===== src/epf_consts.svh =====
`ifndef EPF_IRQ_FLAGS_CONSTS_SVH
`define EPF_IRQ_FLAGS_CONSTS_SVH
// Summary of operation
// - Enable bit 4 lets a PHY link change raise a PHY interrupt.
// - Enable bit 1 enables all PHY interrupts, clear disables them.
// - Flag bit 4 sets on link status change and clears when read.
// - Flag bit 2 sets on any enabled PHY interrupt and clears when read.
// - Flag bits 5, 3, 0 read zero; host leaves other reserved bits alone.
// - Receive with no space or count at 255 discards packet, sets receive error.
// - Receive error stays set until host clear or reset.
// - Receive error with its enable and global enable drives interrupt low.
// - Collisions beyond the retry maximum abort transmit and set transmit error.
// - Collision past the collision window aborts transmit, sets transmit error.
// - Collision after 64 bytes sets late status, aborts, sets transmit error.
// - Busy medium for 2.4287 ms without unlimited wait aborts transmit.
// - Oversize frame aborts unless huge frames allowed globally or per packet.
// - Transmit error is sticky; enabled, it pulls interrupt low one cycle.
// - Abort clears request, sets abort status, writes status at end plus one.
// - No automatic retransmission after an abort; only a new request.
// - Full duplex: only the oversize condition can abort a transmission.
// - Transmit error always sets transmit done in the same cycle.
// - Transmit error at flag bit 1, receive error at bit 0.
// - With both PHY enables set, link flag follows the PHY global flag.
// - Reading PHY flags clears link flag, PHY global and link change flags.

// =============================================
// PHY enable and flag register fields
`define EPF_PEN_LINK_BIT 4
`define EPF_PEN_GLOBAL_BIT 1
`define EPF_PFL_LINK_BIT 4
`define EPF_PFL_GLOBAL_BIT 2
`define EPF_PHY_RESET 16'h0000
// =============================================
// Ethernet flag, enable and status register fields
`define EPF_EFL_RXERR_BIT 0
`define EPF_EFL_TXERR_BIT 1
`define EPF_EFL_TXDONE_BIT 3
`define EPF_EFL_LINK_BIT 4
`define EPF_EEN_GLOBAL_BIT 7
`define EPF_EST_ABORT_BIT 1
`define EPF_EST_LATE_BIT 4
`define EPF_ETH_RESET 8'h00
// =============================================
// Limits and timing
`define EPF_PKT_COUNT_MAX 8'hff
`define EPF_LATE_BYTES 16'h0040
`define EPF_UNLIMITED_WAIT_SETTING_LIMIT_MS 2.4287
`define EPF_CLK_PERIOD_NS 4.0
`define EPF_TSV_OFFSET 13'h0001
`endif


===== src/epf_pkg.sv =====
// =============================================
// Shared types
package epf_pkg;
   // Register selector on the management port
   typedef enum logic [1:0] {
      EPF_SEL_ENABLE = 2'b01,
      EPF_SEL_FLAGS = 2'b10
   } epf_phy_sel_type;
endpackage : epf_pkg


===== src/epf_sticky.sv =====
// =============================================
// Bank of sticky flags where a set beats a clear
module epf_sticky #(
   parameter int WIDTH = 2
) (
   // Clock and reset
   input wire logic i_clk,
   input wire logic i_rst_b,
   // Events
   input wire logic [WIDTH-1:0] i_set,
   input wire logic [WIDTH-1:0] i_clr,
   // Flags
   output logic [WIDTH-1:0] o_flag
);
   logic [WIDTH-1:0] next_flag;

   // Hold until cleared, a simultaneous set survives
   assign next_flag = (o_flag & ~i_clr) | i_set;

   // Flag storage
   always_ff @(posedge i_clk or negedge i_rst_b) begin
      if (!i_rst_b) begin
         o_flag <= '0;
      end else begin
         o_flag <= next_flag;
      end
   end
endmodule : epf_sticky


===== src/epf_irq_flags.sv =====
`include "epf_consts.svh"
// =============================================
// Interrupt flags for PHY link change, receive and transmit errors
module epf_irq_flags #(
   parameter int unsigned UNLIMITED_WAIT_SETTING_CYCLES =
      int'($floor(`EPF_UNLIMITED_WAIT_SETTING_LIMIT_MS * 1.0e6 / `EPF_CLK_PERIOD_NS)),
   parameter int UNLIMITED_WAIT_SETTING_W = 20,
   parameter int COLL_W = 4,
   parameter int LEN_W = 16,
   parameter int PTR_W = 13
) (
   // Clock and reset
   input wire logic i_clk,
   input wire logic i_rst_b,
   // PHY management access
   input wire logic i_phy_wr,
   input wire logic i_phy_rd,
   input wire epf_pkg::epf_phy_sel_type i_phy_sel,
   input wire logic [15:0] i_phy_wdata,
   output logic [15:0] o_phy_rdata,
   // Ethernet enable, flag and status access
   input wire logic i_eth_en_wr,
   input wire logic [7:0] i_eth_en_wdata,
   input wire logic i_eth_flag_clr,
   input wire logic [7:0] i_eth_flag_clr_mask,
   input wire logic i_eth_stat_clr,
   input wire logic [7:0] i_eth_stat_clr_mask,
   output logic [7:0] o_eth_enable,
   output logic [7:0] o_eth_flags,
   output logic [7:0] o_eth_status,
   // Link status pin from the PHY
   input wire logic i_link_up,
   // Receive path events
   input wire logic i_rx_active,
   input wire logic i_rx_space_out,
   input wire logic i_rx_commit,
   input wire logic [7:0] i_packet_count,
   output logic o_rx_discard,
   // Transmit request and configuration
   input wire logic i_tx_req_set,
   input wire logic i_tx_req_clr,
   input wire logic i_tx_done,
   input wire logic i_full_duplex,
   input wire logic [COLL_W-1:0] i_retx_max,
   input wire logic [LEN_W-1:0] i_coll_window,
   input wire logic i_unlimited_wait,
   input wire logic [LEN_W-1:0] i_max_frame_len,
   input wire logic [LEN_W-1:0] i_tx_frame_len,
   input wire logic i_huge_frame_enable,
   input wire logic i_per_packet_override,
   input wire logic i_per_packet_huge_enable,
   input wire logic [PTR_W-1:0] i_tx_end_ptr,
   // Transmit line events
   input wire logic i_medium_busy,
   input wire logic i_tx_collision,
   input wire logic [LEN_W-1:0] i_tx_byte_count,
   output logic o_transmit_request,
   output logic o_tsv_we,
   output logic [PTR_W-1:0] o_tsv_addr,
   // Host interrupt
   output logic o_int_b
);
   logic [1:0] rst_sync_b;
   logic rst_b;
   logic [2:0] link_sync;
   logic link_evt;
   logic en_link;
   logic en_global;
   logic [7:0] eth_enable;
   logic phy_flag_rd;
   logic [1:0] phy_set;
   logic [1:0] phy_flags;
   logic phy_link_change_flag;
   logic phy_global_flag;
   logic eth_link;
   logic rx_abort;
   logic [2:0] eth_set;
   logic [2:0] eth_clr;
   logic [2:0] eth_sticky;
   logic receive_error_flag;
   logic transmit_error_flag;
   logic transmit_done_flag;
   logic tx_accept;
   logic huge_ok;
   logic oversize_abort;
   logic excessive;
   logic late_window;
   logic late_64;
   logic coll_abort;
   logic unlimited_wait_setting_run;
   logic unlimited_wait_setting_abort;
   logic tx_abort;
   logic [COLL_W-1:0] coll_cnt;
   logic [UNLIMITED_WAIT_SETTING_W-1:0] unlimited_wait_setting_cnt;
   logic abort_status;
   logic late_status;
   logic next_int_b;

   // Compare two lengths, strictly above
   function automatic logic len_above(input logic [LEN_W-1:0] a, input logic [LEN_W-1:0] b);
      len_above = (a > b);
   endfunction : len_above

   // =============================================
   // Reset release
   // Async assert, release through two flops
   always_ff @(posedge i_clk or negedge i_rst_b) begin
      if (!i_rst_b) begin
         rst_sync_b <= 2'h0;
      end else begin
         rst_sync_b <= {rst_sync_b[0], 1'b1};
      end
   end
   assign rst_b = rst_sync_b[1];

   // =============================================
   // PHY link change detection
   // Two flop synchroniser, third flop for the edge
   always_ff @(posedge i_clk or negedge rst_b) begin
      if (!rst_b) begin
         link_sync <= 3'h0;
      end else begin
         link_sync <= {link_sync[1:0], i_link_up};
      end
   end
   assign link_evt = link_sync[2] ^ link_sync[1];

   // PHY enable register, only two bits are storage
   always_ff @(posedge i_clk or negedge rst_b) begin
      if (!rst_b) begin
         en_link <= 1'b0;
         en_global <= 1'b0;
      end else if (i_phy_wr && i_phy_sel == epf_pkg::EPF_SEL_ENABLE) begin
         en_link <= i_phy_wdata[`EPF_PEN_LINK_BIT];
         en_global <= i_phy_wdata[`EPF_PEN_GLOBAL_BIT];
      end
   end

   // Link change always flagged, global flag only when enabled
   assign phy_flag_rd = i_phy_rd && i_phy_sel == epf_pkg::EPF_SEL_FLAGS;
   assign phy_set[1] = link_evt;
   assign phy_set[0] = link_evt && en_link && en_global;

   // Read of the flag register clears both PHY flags
   epf_sticky #(.WIDTH(2)) u_phy_flags (
      .i_clk(i_clk),
      .i_rst_b(rst_b),
      .i_set(phy_set),
      .i_clr({phy_flag_rd, phy_flag_rd}),
      .o_flag(phy_flags)
   );
   assign phy_link_change_flag = phy_flags[1];
   assign phy_global_flag = phy_flags[0];

   // Ethernet link flag shadows the global flag once both enables are on
   assign eth_link = phy_global_flag && en_link && en_global;

   // PHY read data, reserved bits return zero
   always_ff @(posedge i_clk or negedge rst_b) begin
      if (!rst_b) begin
         o_phy_rdata <= `EPF_PHY_RESET;
      end else if (i_phy_rd) begin
         o_phy_rdata <= `EPF_PHY_RESET;
         unique case (i_phy_sel)
            epf_pkg::EPF_SEL_ENABLE: begin
               o_phy_rdata[`EPF_PEN_LINK_BIT] <= en_link;
               o_phy_rdata[`EPF_PEN_GLOBAL_BIT] <= en_global;
            end
            epf_pkg::EPF_SEL_FLAGS: begin
               o_phy_rdata[`EPF_PFL_LINK_BIT] <= phy_link_change_flag;
               o_phy_rdata[`EPF_PFL_GLOBAL_BIT] <= phy_global_flag;
            end
            default: begin
               o_phy_rdata <= `EPF_PHY_RESET;
            end
         endcase
      end
   end

   // =============================================
   // Ethernet enable register
   always_ff @(posedge i_clk or negedge rst_b) begin
      if (!rst_b) begin
         eth_enable <= `EPF_ETH_RESET;
      end else if (i_eth_en_wr) begin
         eth_enable <= i_eth_en_wdata;
      end
   end
   assign o_eth_enable = eth_enable;

   // =============================================
   // Receive error
   // Out of space, or count saturated at commit, discards the packet
   assign rx_abort = i_rx_active &&
      (i_rx_space_out || (i_rx_commit && i_packet_count == `EPF_PKT_COUNT_MAX));

   // Discard strobe to the receive writer
   always_ff @(posedge i_clk or negedge rst_b) begin
      if (!rst_b) begin
         o_rx_discard <= 1'b0;
      end else begin
         o_rx_discard <= rx_abort;
      end
   end

   // =============================================
   // Transmit abort causes
   assign tx_accept = i_tx_req_set && !o_transmit_request;
   assign huge_ok = i_huge_frame_enable || (i_per_packet_override && i_per_packet_huge_enable);
   assign oversize_abort = tx_accept && !huge_ok &&
      len_above(i_tx_frame_len, i_max_frame_len);
   assign excessive = coll_cnt >= i_retx_max;
   assign late_window = len_above(i_tx_byte_count, i_coll_window);
   assign late_64 = len_above(i_tx_byte_count, `EPF_LATE_BYTES - 16'h0001);
   assign coll_abort = o_transmit_request && !i_full_duplex && i_tx_collision &&
      (excessive || late_window || late_64);
   assign unlimited_wait_setting_run = o_transmit_request && i_medium_busy && !i_unlimited_wait && !i_full_duplex;
   assign unlimited_wait_setting_abort = unlimited_wait_setting_run && unlimited_wait_setting_cnt == UNLIMITED_WAIT_SETTING_W'(UNLIMITED_WAIT_SETTING_CYCLES - 1);
   assign tx_abort = oversize_abort || coll_abort || unlimited_wait_setting_abort;

   // Collision count for the current request
   always_ff @(posedge i_clk or negedge rst_b) begin
      if (!rst_b) begin
         coll_cnt <= '0;
      end else if (tx_accept) begin
         coll_cnt <= '0;
      end else if (o_transmit_request && i_tx_collision && !i_full_duplex) begin
         coll_cnt <= coll_cnt + COLL_W'(1);
      end
   end

   // Deferral timer while the medium stays occupied
   always_ff @(posedge i_clk or negedge rst_b) begin
      if (!rst_b) begin
         unlimited_wait_setting_cnt <= '0;
      end else if (unlimited_wait_setting_run && !unlimited_wait_setting_abort) begin
         unlimited_wait_setting_cnt <= unlimited_wait_setting_cnt + UNLIMITED_WAIT_SETTING_W'(1);
      end else begin
         unlimited_wait_setting_cnt <= '0;
      end
   end

   // Request bit; an abort drops it and nothing raises it again but the host
   always_ff @(posedge i_clk or negedge rst_b) begin
      if (!rst_b) begin
         o_transmit_request <= 1'b0;
      end else if (tx_abort || i_tx_done || i_tx_req_clr) begin
         o_transmit_request <= 1'b0;
      end else if (i_tx_req_set) begin
         o_transmit_request <= 1'b1;
      end
   end

   // Abort and late collision status, set beats host clear
   always_ff @(posedge i_clk or negedge rst_b) begin
      if (!rst_b) begin
         abort_status <= 1'b0;
         late_status <= 1'b0;
      end else begin
         abort_status <= tx_abort ||
            (abort_status && !(i_eth_stat_clr && i_eth_stat_clr_mask[`EPF_EST_ABORT_BIT]));
         late_status <= (coll_abort && late_64) ||
            (late_status && !(i_eth_stat_clr && i_eth_stat_clr_mask[`EPF_EST_LATE_BIT]));
      end
   end

   // Status vector write one past the end pointer
   always_ff @(posedge i_clk or negedge rst_b) begin
      if (!rst_b) begin
         o_tsv_we <= 1'b0;
         o_tsv_addr <= '0;
      end else begin
         o_tsv_we <= tx_abort;
         if (tx_abort) begin
            o_tsv_addr <= i_tx_end_ptr + `EPF_TSV_OFFSET;
         end
      end
   end

   // =============================================
   // Ethernet flags: receive error, transmit error, transmit done
   assign eth_set[0] = rx_abort;
   assign eth_set[1] = tx_abort;
   assign eth_set[2] = tx_abort || i_tx_done || (i_tx_req_clr && o_transmit_request);
   assign eth_clr[0] = i_eth_flag_clr && i_eth_flag_clr_mask[`EPF_EFL_RXERR_BIT];
   assign eth_clr[1] = i_eth_flag_clr && i_eth_flag_clr_mask[`EPF_EFL_TXERR_BIT];
   assign eth_clr[2] = i_eth_flag_clr && i_eth_flag_clr_mask[`EPF_EFL_TXDONE_BIT];

   epf_sticky #(.WIDTH(3)) u_eth_flags (
      .i_clk(i_clk),
      .i_rst_b(rst_b),
      .i_set(eth_set),
      .i_clr(eth_clr),
      .o_flag(eth_sticky)
   );
   assign receive_error_flag = eth_sticky[0];
   assign transmit_error_flag = eth_sticky[1];
   assign transmit_done_flag = eth_sticky[2];

   // Flag and status register images
   always_comb begin
      o_eth_flags = `EPF_ETH_RESET;
      o_eth_flags[`EPF_EFL_RXERR_BIT] = receive_error_flag;
      o_eth_flags[`EPF_EFL_TXERR_BIT] = transmit_error_flag;
      o_eth_flags[`EPF_EFL_TXDONE_BIT] = transmit_done_flag;
      o_eth_flags[`EPF_EFL_LINK_BIT] = eth_link;
      o_eth_status = `EPF_ETH_RESET;
      o_eth_status[`EPF_EST_ABORT_BIT] = abort_status;
      o_eth_status[`EPF_EST_LATE_BIT] = late_status;
   end

   // =============================================
   // Host interrupt
   // Levels for sticky flags; transmit error pulls low for the set cycle only
   assign next_int_b = !(eth_enable[`EPF_EEN_GLOBAL_BIT] &&
      ((receive_error_flag && eth_enable[`EPF_EFL_RXERR_BIT]) ||
       (tx_abort && eth_enable[`EPF_EFL_TXERR_BIT]) ||
       (transmit_done_flag && eth_enable[`EPF_EFL_TXDONE_BIT]) ||
       (eth_link && eth_enable[`EPF_EFL_LINK_BIT])));

   always_ff @(posedge i_clk or negedge rst_b) begin
      if (!rst_b) begin
         o_int_b <= 1'b1;
      end else begin
         o_int_b <= next_int_b;
      end
   end
endmodule : epf_irq_flags


===== config.mk =====
export PLATFORM = sky130hd
export DESIGN_NAME = epf_irq_flags
export DESIGN_NICKNAME = d
export VERILOG_FILES = /design/src/epf_pkg.sv /design/src/epf_sticky.sv /design/src/epf_irq_flags.sv
export VERILOG_INCLUDE_DIRS = /design/src
export SDC_FILE = /design/constraint.sdc
export NUM_CORES = 1
export LEC_CHECK = 0
export ABC_AREA = 0
export CAP_MARGIN = 10
export CORE_MARGIN = 2
export CORE_UTILIZATION = 35
export DETAILED_ROUTE_END_ITERATION = 7
export DONT_BUFFER_PORTS = 1
export PLACE_DENSITY = 0.48
export SLEW_MARGIN = 10
export SYNTH_ARGS = -nofsm -noshare
export SYNTH_HDL_FRONTEND = slang
export SYNTH_SLANG_ARGS = --single-unit

===== constraint.sdc =====
create_clock -name i_clk -period 2.83 [get_ports i_clk]
set_input_delay 0.283 -clock i_clk [delete_from_list [all_inputs] [get_ports i_clk]]
set_output_delay 0.283 -clock i_clk [all_outputs]
set_load 0.03 [all_outputs]

Yosys cells after proc, flatten, opt, wreduce, memory -nomap -nowiden
Cells that the tools add are included.

Register bits: 66. Input bits: 152. Output and inout bits: 57. Logic and storage cells: 103.

Add/sub/neg operators: 3. Magnitude comparators: 4. Equal/unequal tests: 4. Multiplexer cells: 8. Bitwise operators: 7. Reduce and logical (&&, ||, !) cells: 60.

Operators by type and width (count): $logic_and A1 B1 Y1 (36); $gt A16 B16 Y1 (2); $add A20 B1 Y20 const B (1); $eq A20 B20 Y1 const B (1); $mux W20 (1); $gt A16 B6 Y1 const B (1); $logic_or A1 B1 Y1 (14); $add A13 B1 Y13 const B (1); $eq A8 B8 Y1 const B (1); $logic_not A1 Y1 (8); $mux W4 (2); $add A4 B1 Y4 const B (1); $ge A4 B4 Y1 (1); $mux W1 (4); $reduce_bool A2 Y1 (2); $and A3 B3 Y3 (1); $not A3 Y3 (1); $or A3 B3 Y3 (1); $and A2 B2 Y2 (1); $eq A2 B1 Y1 const B (1); $eq A2 B2 Y1 const B (1); $not A2 Y2 (1); $or A2 B2 Y2 (1); $pmux W1 S2 (1); $xor A1 B1 Y1 (1).

Depth between registers and ports, before layout
Depth in word-level cells: 13. Depth in mapped cells: 10. Mapped depth without buffers: 9.

By module
A second synthesis with hierarchy kept.

Cell total of the unflattened synthesis: 425. Area, all modules: 4209.0 sq um.

By module, submodules not included: epf_irq_flags (instances 1, cells each 410, area each 4027.6 sq um, seq. area each 1527.7 sq um); epf_sticky (u_eth_flags) (instances 1, cells each 9, area each 108.9 sq um, seq. area each 75.1 sq um); epf_sticky (u_phy_flags) (instances 1, cells each 6, area each 72.6 sq um, seq. area each 50.0 sq um).

Worst setup path before layout
No wires, ideal clock.

Kind: input -> register. Start: input i_max_frame_len[11]. End: register o_tsv_addr[4]. Library setup time: 125 ps. Arrival: 2450 ps. Data required time: 2705 ps. Slack: 255 ps. Stages: 10. Buffers on the path: 1. Cells stage by stage: inv_1 ha_1 and3_1 a221o_1 a21o_1 a221o_1 o21a_4 nor2_8 buf_12 mux2_4.

Longest elaborated chain between the ends: 4.

Ends and longest elaborated chain: start: declaration (line epf_irq_flags.sv:47) `input wire logic [LEN_W-1:0] i_max_frame_len,`; $gt A16 B16 Y1 (line epf_irq_flags.sv:101) `len_above = (a > b);`; $logic_and A1 B1 Y1 (line epf_irq_flags.sv:210) `assign oversize_abort = tx_accept && !huge_ok &&`; $logic_or A1 B1 Y1 (2 in a row) (line epf_irq_flags.sv:219) `assign tx_abort = oversize_abort || coll_abort || unlimited_wait_setting_abort;`; end signal: assignment (line epf_irq_flags.sv:275) `` o_tsv_addr <= i_tx_end_ptr + `EPF_TSV_OFFSET; ``; end: declaration (line epf_irq_flags.sv:59) `output logic [PTR_W-1:0] o_tsv_addr,`.

Every way passes these cells. A chain may end at the register's enable or synchronous reset.

Final worst setup path
Start: input i_max_frame_len[11]. End: register o_tsv_addr[3].

The elaborated chain is that of the path after synthesis.

==> results.yml <==
routing:
  viasPerCell: 5.00
  drc: 18
  drt_first_iter_violations: 116
  wl_per_cell_um: 14.8
  dr.pass1.iters: 7
  num_vias: 2884
  wirelength_mm: 8.57
  postRouteAntennaNets: 0
clock_tree:
  cts-root-buf: "clkbuf_16"
  cts_tree: "done"
  cts_sinks: 66
  clkTransAtPathRegs_ns: 0.05
  cts_buffers: 9
  cts_setup_buffers: 0
  cts_resized: 0
  clkLatencyLatePin_ns: 0.32
  clock_path_buffers: 2
  htree_levels: 3
worst_setup_path:
  r2r_start: "coll_cnt[0]"
  crit_required_ns: 3.03
  crit_arrival_ns: 2.58
  crit_path_top_delay_cell: "mux2_2"
  path_cells: "inv_1, ha_1, and3_1, a221o_1, a21o_1, a221o_1, o21a_4, nor2_8, mux2_2"
  cp_common_cell: "a221o_1"
  ff2ff_setup_slack_ns: 0.51
  worstRegToRegCells: 9
  crit_start: "i_max_frame_len[11]"
  cp-start-kind: "input pin"
  cp-end-kind: "flip-flop"
  max_stage_delay_ns: 0.38
  r2r-end: "o_tsv_addr[3]"
  crit_fanout: 16
  worstSetupPathType: "in2reg"
sta:
  fin_crit_sh: 0.841
  setup_viol: 0
  final-hold-violation-count: 0
  fin_worst_skew_ns: 0.00446
  relSlewSlack: 0.479
  worst_pin_slew_ns: 0.782
  setup_tns_ns: 0
  period_minus_slack_ns: 2.38
  fmax_mhz: 420
  slew_viol_final: 0
  hold_slack_ns: 0.0189
  rsz0062_at_grt: "no"
  worst_slack_ns: 0.451
min_path:
  hold_class: "in2reg"
  min_to: "o_transmit_request"
  min_from: "i_tx_done"
  worstHoldPathCells: 1
synthesis:
  ys_async_sr_fraction: 1.00
  synth_top_area_frac: 0.391
  avgSynthCellArea_sq_um: 9.87
  synth_top_cell_by_area: "dfrtp_1"
  ys_ff_latch: 66
  ys_warn_count: 0
  synth-main-ff-cell: "dfrtp_1"
  seq_area_frac_synth: 0.397
  syn_inst: 422
  synth_edf_count: 0
  synth_cell_type_count: 46
  syn-cell-area_sq_um: 4170
  synthTopCellsByArea: "dfrtp_1 39%, ha_1 13%, mux2_2 5.1%, buf_4 4.7%, inv_1 4.1%"
placement:
  port_buffers: 0
  gp_congestion: 0.804
  dpl_worst_slack_ns: 0.0992
  place_inst: 559
  dpl.hpwl_mm: 7.02
global_routing:
  grt_util_all_layers: 0.135
  grt_pass1_wl_mm: 13.9
  grt_pass1_vias: 2958
  antenna_found_initial: 0
  grt_overflow: 0
  grt_max_degree: 34
floorplan:
  ios: 209
  dieHeight_um: 113
  start_util: 0.362
  fp.coreArea_sq_um: 11500
  rows: 39
  fp.dieW_um: 113
  die_area_sq_um: 12800
final_layout:
  drive_gt1_frac: 0.106
  fill_cells: 1156
  layout_commonest_cell: "dfrtp_1"
  instances_no_fill: 577
  synthToLayoutAreaGrowth_pct: 8.95
  final_cell_mix: "64 x dfrtp_1, 45 x inv_1, 42 x ha_1, 33 x nand2_1, 33 x nor2_1"
  seqCellArea_sq_um: 1650
  fin_util: 0.394
  multiInputGateArea_sq_um: 2200
  diodes: 0
  nets: 623
job:
  cap_violations: 0
status:
  failed_checks: "design-rule violations"
  status: "finished with violations"
power:
  powerDensity_nw_per_um2: 611
  peakVddDrop_v: 0.000378
  p_leak_nw: 2.16
[critical path, delay by kind of cell]
family	cells	cell delay, ns
AO/OA/AOI/OAI	4	1.13
AND/OR/NAND/NOR	2	0.46
multiplexers	1	0.38
adder cells (fa/ha/maj)	1	0.29
buffers and inverters	1	0.02
[worst max path at each step]
stage / depth (start not counted) / slack [ns] / to
floorplan: 10 / 0.26 / o_tsv_addr[4]
global placement: 9 / 0.13 / o_tsv_addr[12]
detailed placement: 9 / 0.1 / o_tsv_addr[3]
CTS: 9 / 0.44 / o_tsv_addr[12]
global route: 9 / 0.28 / o_tsv_addr[3]
finish: 9 / 0.45 / o_tsv_addr[3]
[cell type report]
class                   count  share of cell area
multi-input cells         302               0.484
clock inverters             5              0.0121
inverters                  45              0.0372
well taps                 143              0.0394
repair buffers              5             0.00937
flip-flops and latches     66               0.364
clock buffers              11              0.0535
[metrics by stage]
step	power [mW]	cell area, sq um
4_1_cts	2.82	4540
3_5_place_dp	1.70	4220
5_1_grt	2.91	4540
3_3_place_gp	1.69	4220
2_1_floorplan	1.65	4250
6_report	2.77	4540
[synthesized netlist by cell type (all sizes together), types with 2 or more instances]
cell,instances
nor2b,4
xor2,19
buf,27
a221o,3
nor4bb,2
mux2i,2
nor3,5
conb,2
nor2,34
nand3,21
mux2,22
a21o,8
ha,42
and3,8
dfrtp,65
nand2,33
nand4,12
a21oi,13
o21ai,8
or4,3
o211ai,3
xnor2,12
inv,45
nor4b,3
o21a,3
clkbuf,4
nand2b,3
or3,3
[registers in the layout, summed over array words and instances, names as in the netlist]
signal and count:
o_tsv_we 1, late_status 1, o_int_b 1, u_phy_flags.o_flag 2, u_eth_flags.o_flag 3, en_global 1, link_sync 3, abort_status 1
o_eth_enable 8, o_tsv_addr 13, o_transmit_request 1, en_link 1, o_rx_discard 1, o_phy_rdata 3, unlimited_wait_setting_cnt 20, rst_sync_b 2
coll_cnt 4
[report_power, final]
group	internal (mW)	switching [mW]
clock	0.702	0.390
sequential	1.05	0.293
combinational	0.163	0.169
total	1.92	0.852
[cell families (layout without fill, tap and decap cells)]
group                    after synthesis  count (layout)  share of synthesized area
XOR/XNOR                              31              31                     0.0652
other                                  2              24                    0.00180
adder cells (fa/ha/maj)               42              42                      0.126
multiplexers                          24              24                     0.0670
buffers and inverters                 76              66                     0.0958
AND/OR/NAND/NOR                      135             135                      0.168
flip-flops                            66              66                      0.397
AO/OA/AOI/OAI                         46              46                     0.0796
[repair_timing]
action | in CTS | in global routing
setup endpoints to repair | 0 | 0
endpoints found under the hold margin | 3 | 0
hold buffers | 2 | 0
[per-layer routing]
metal	vias up	global-route usage	routed length (um)	part of all wire
li1	1413	-	-	-
met1	1351	0.164	3670	0.43
met2	113	0.232	4190	0.49
met3	7	0.0412	624	0.073
met4	0	0.0390	78	0.0091
met5	-	0	0	0
(Power assumes the default switching activity.)
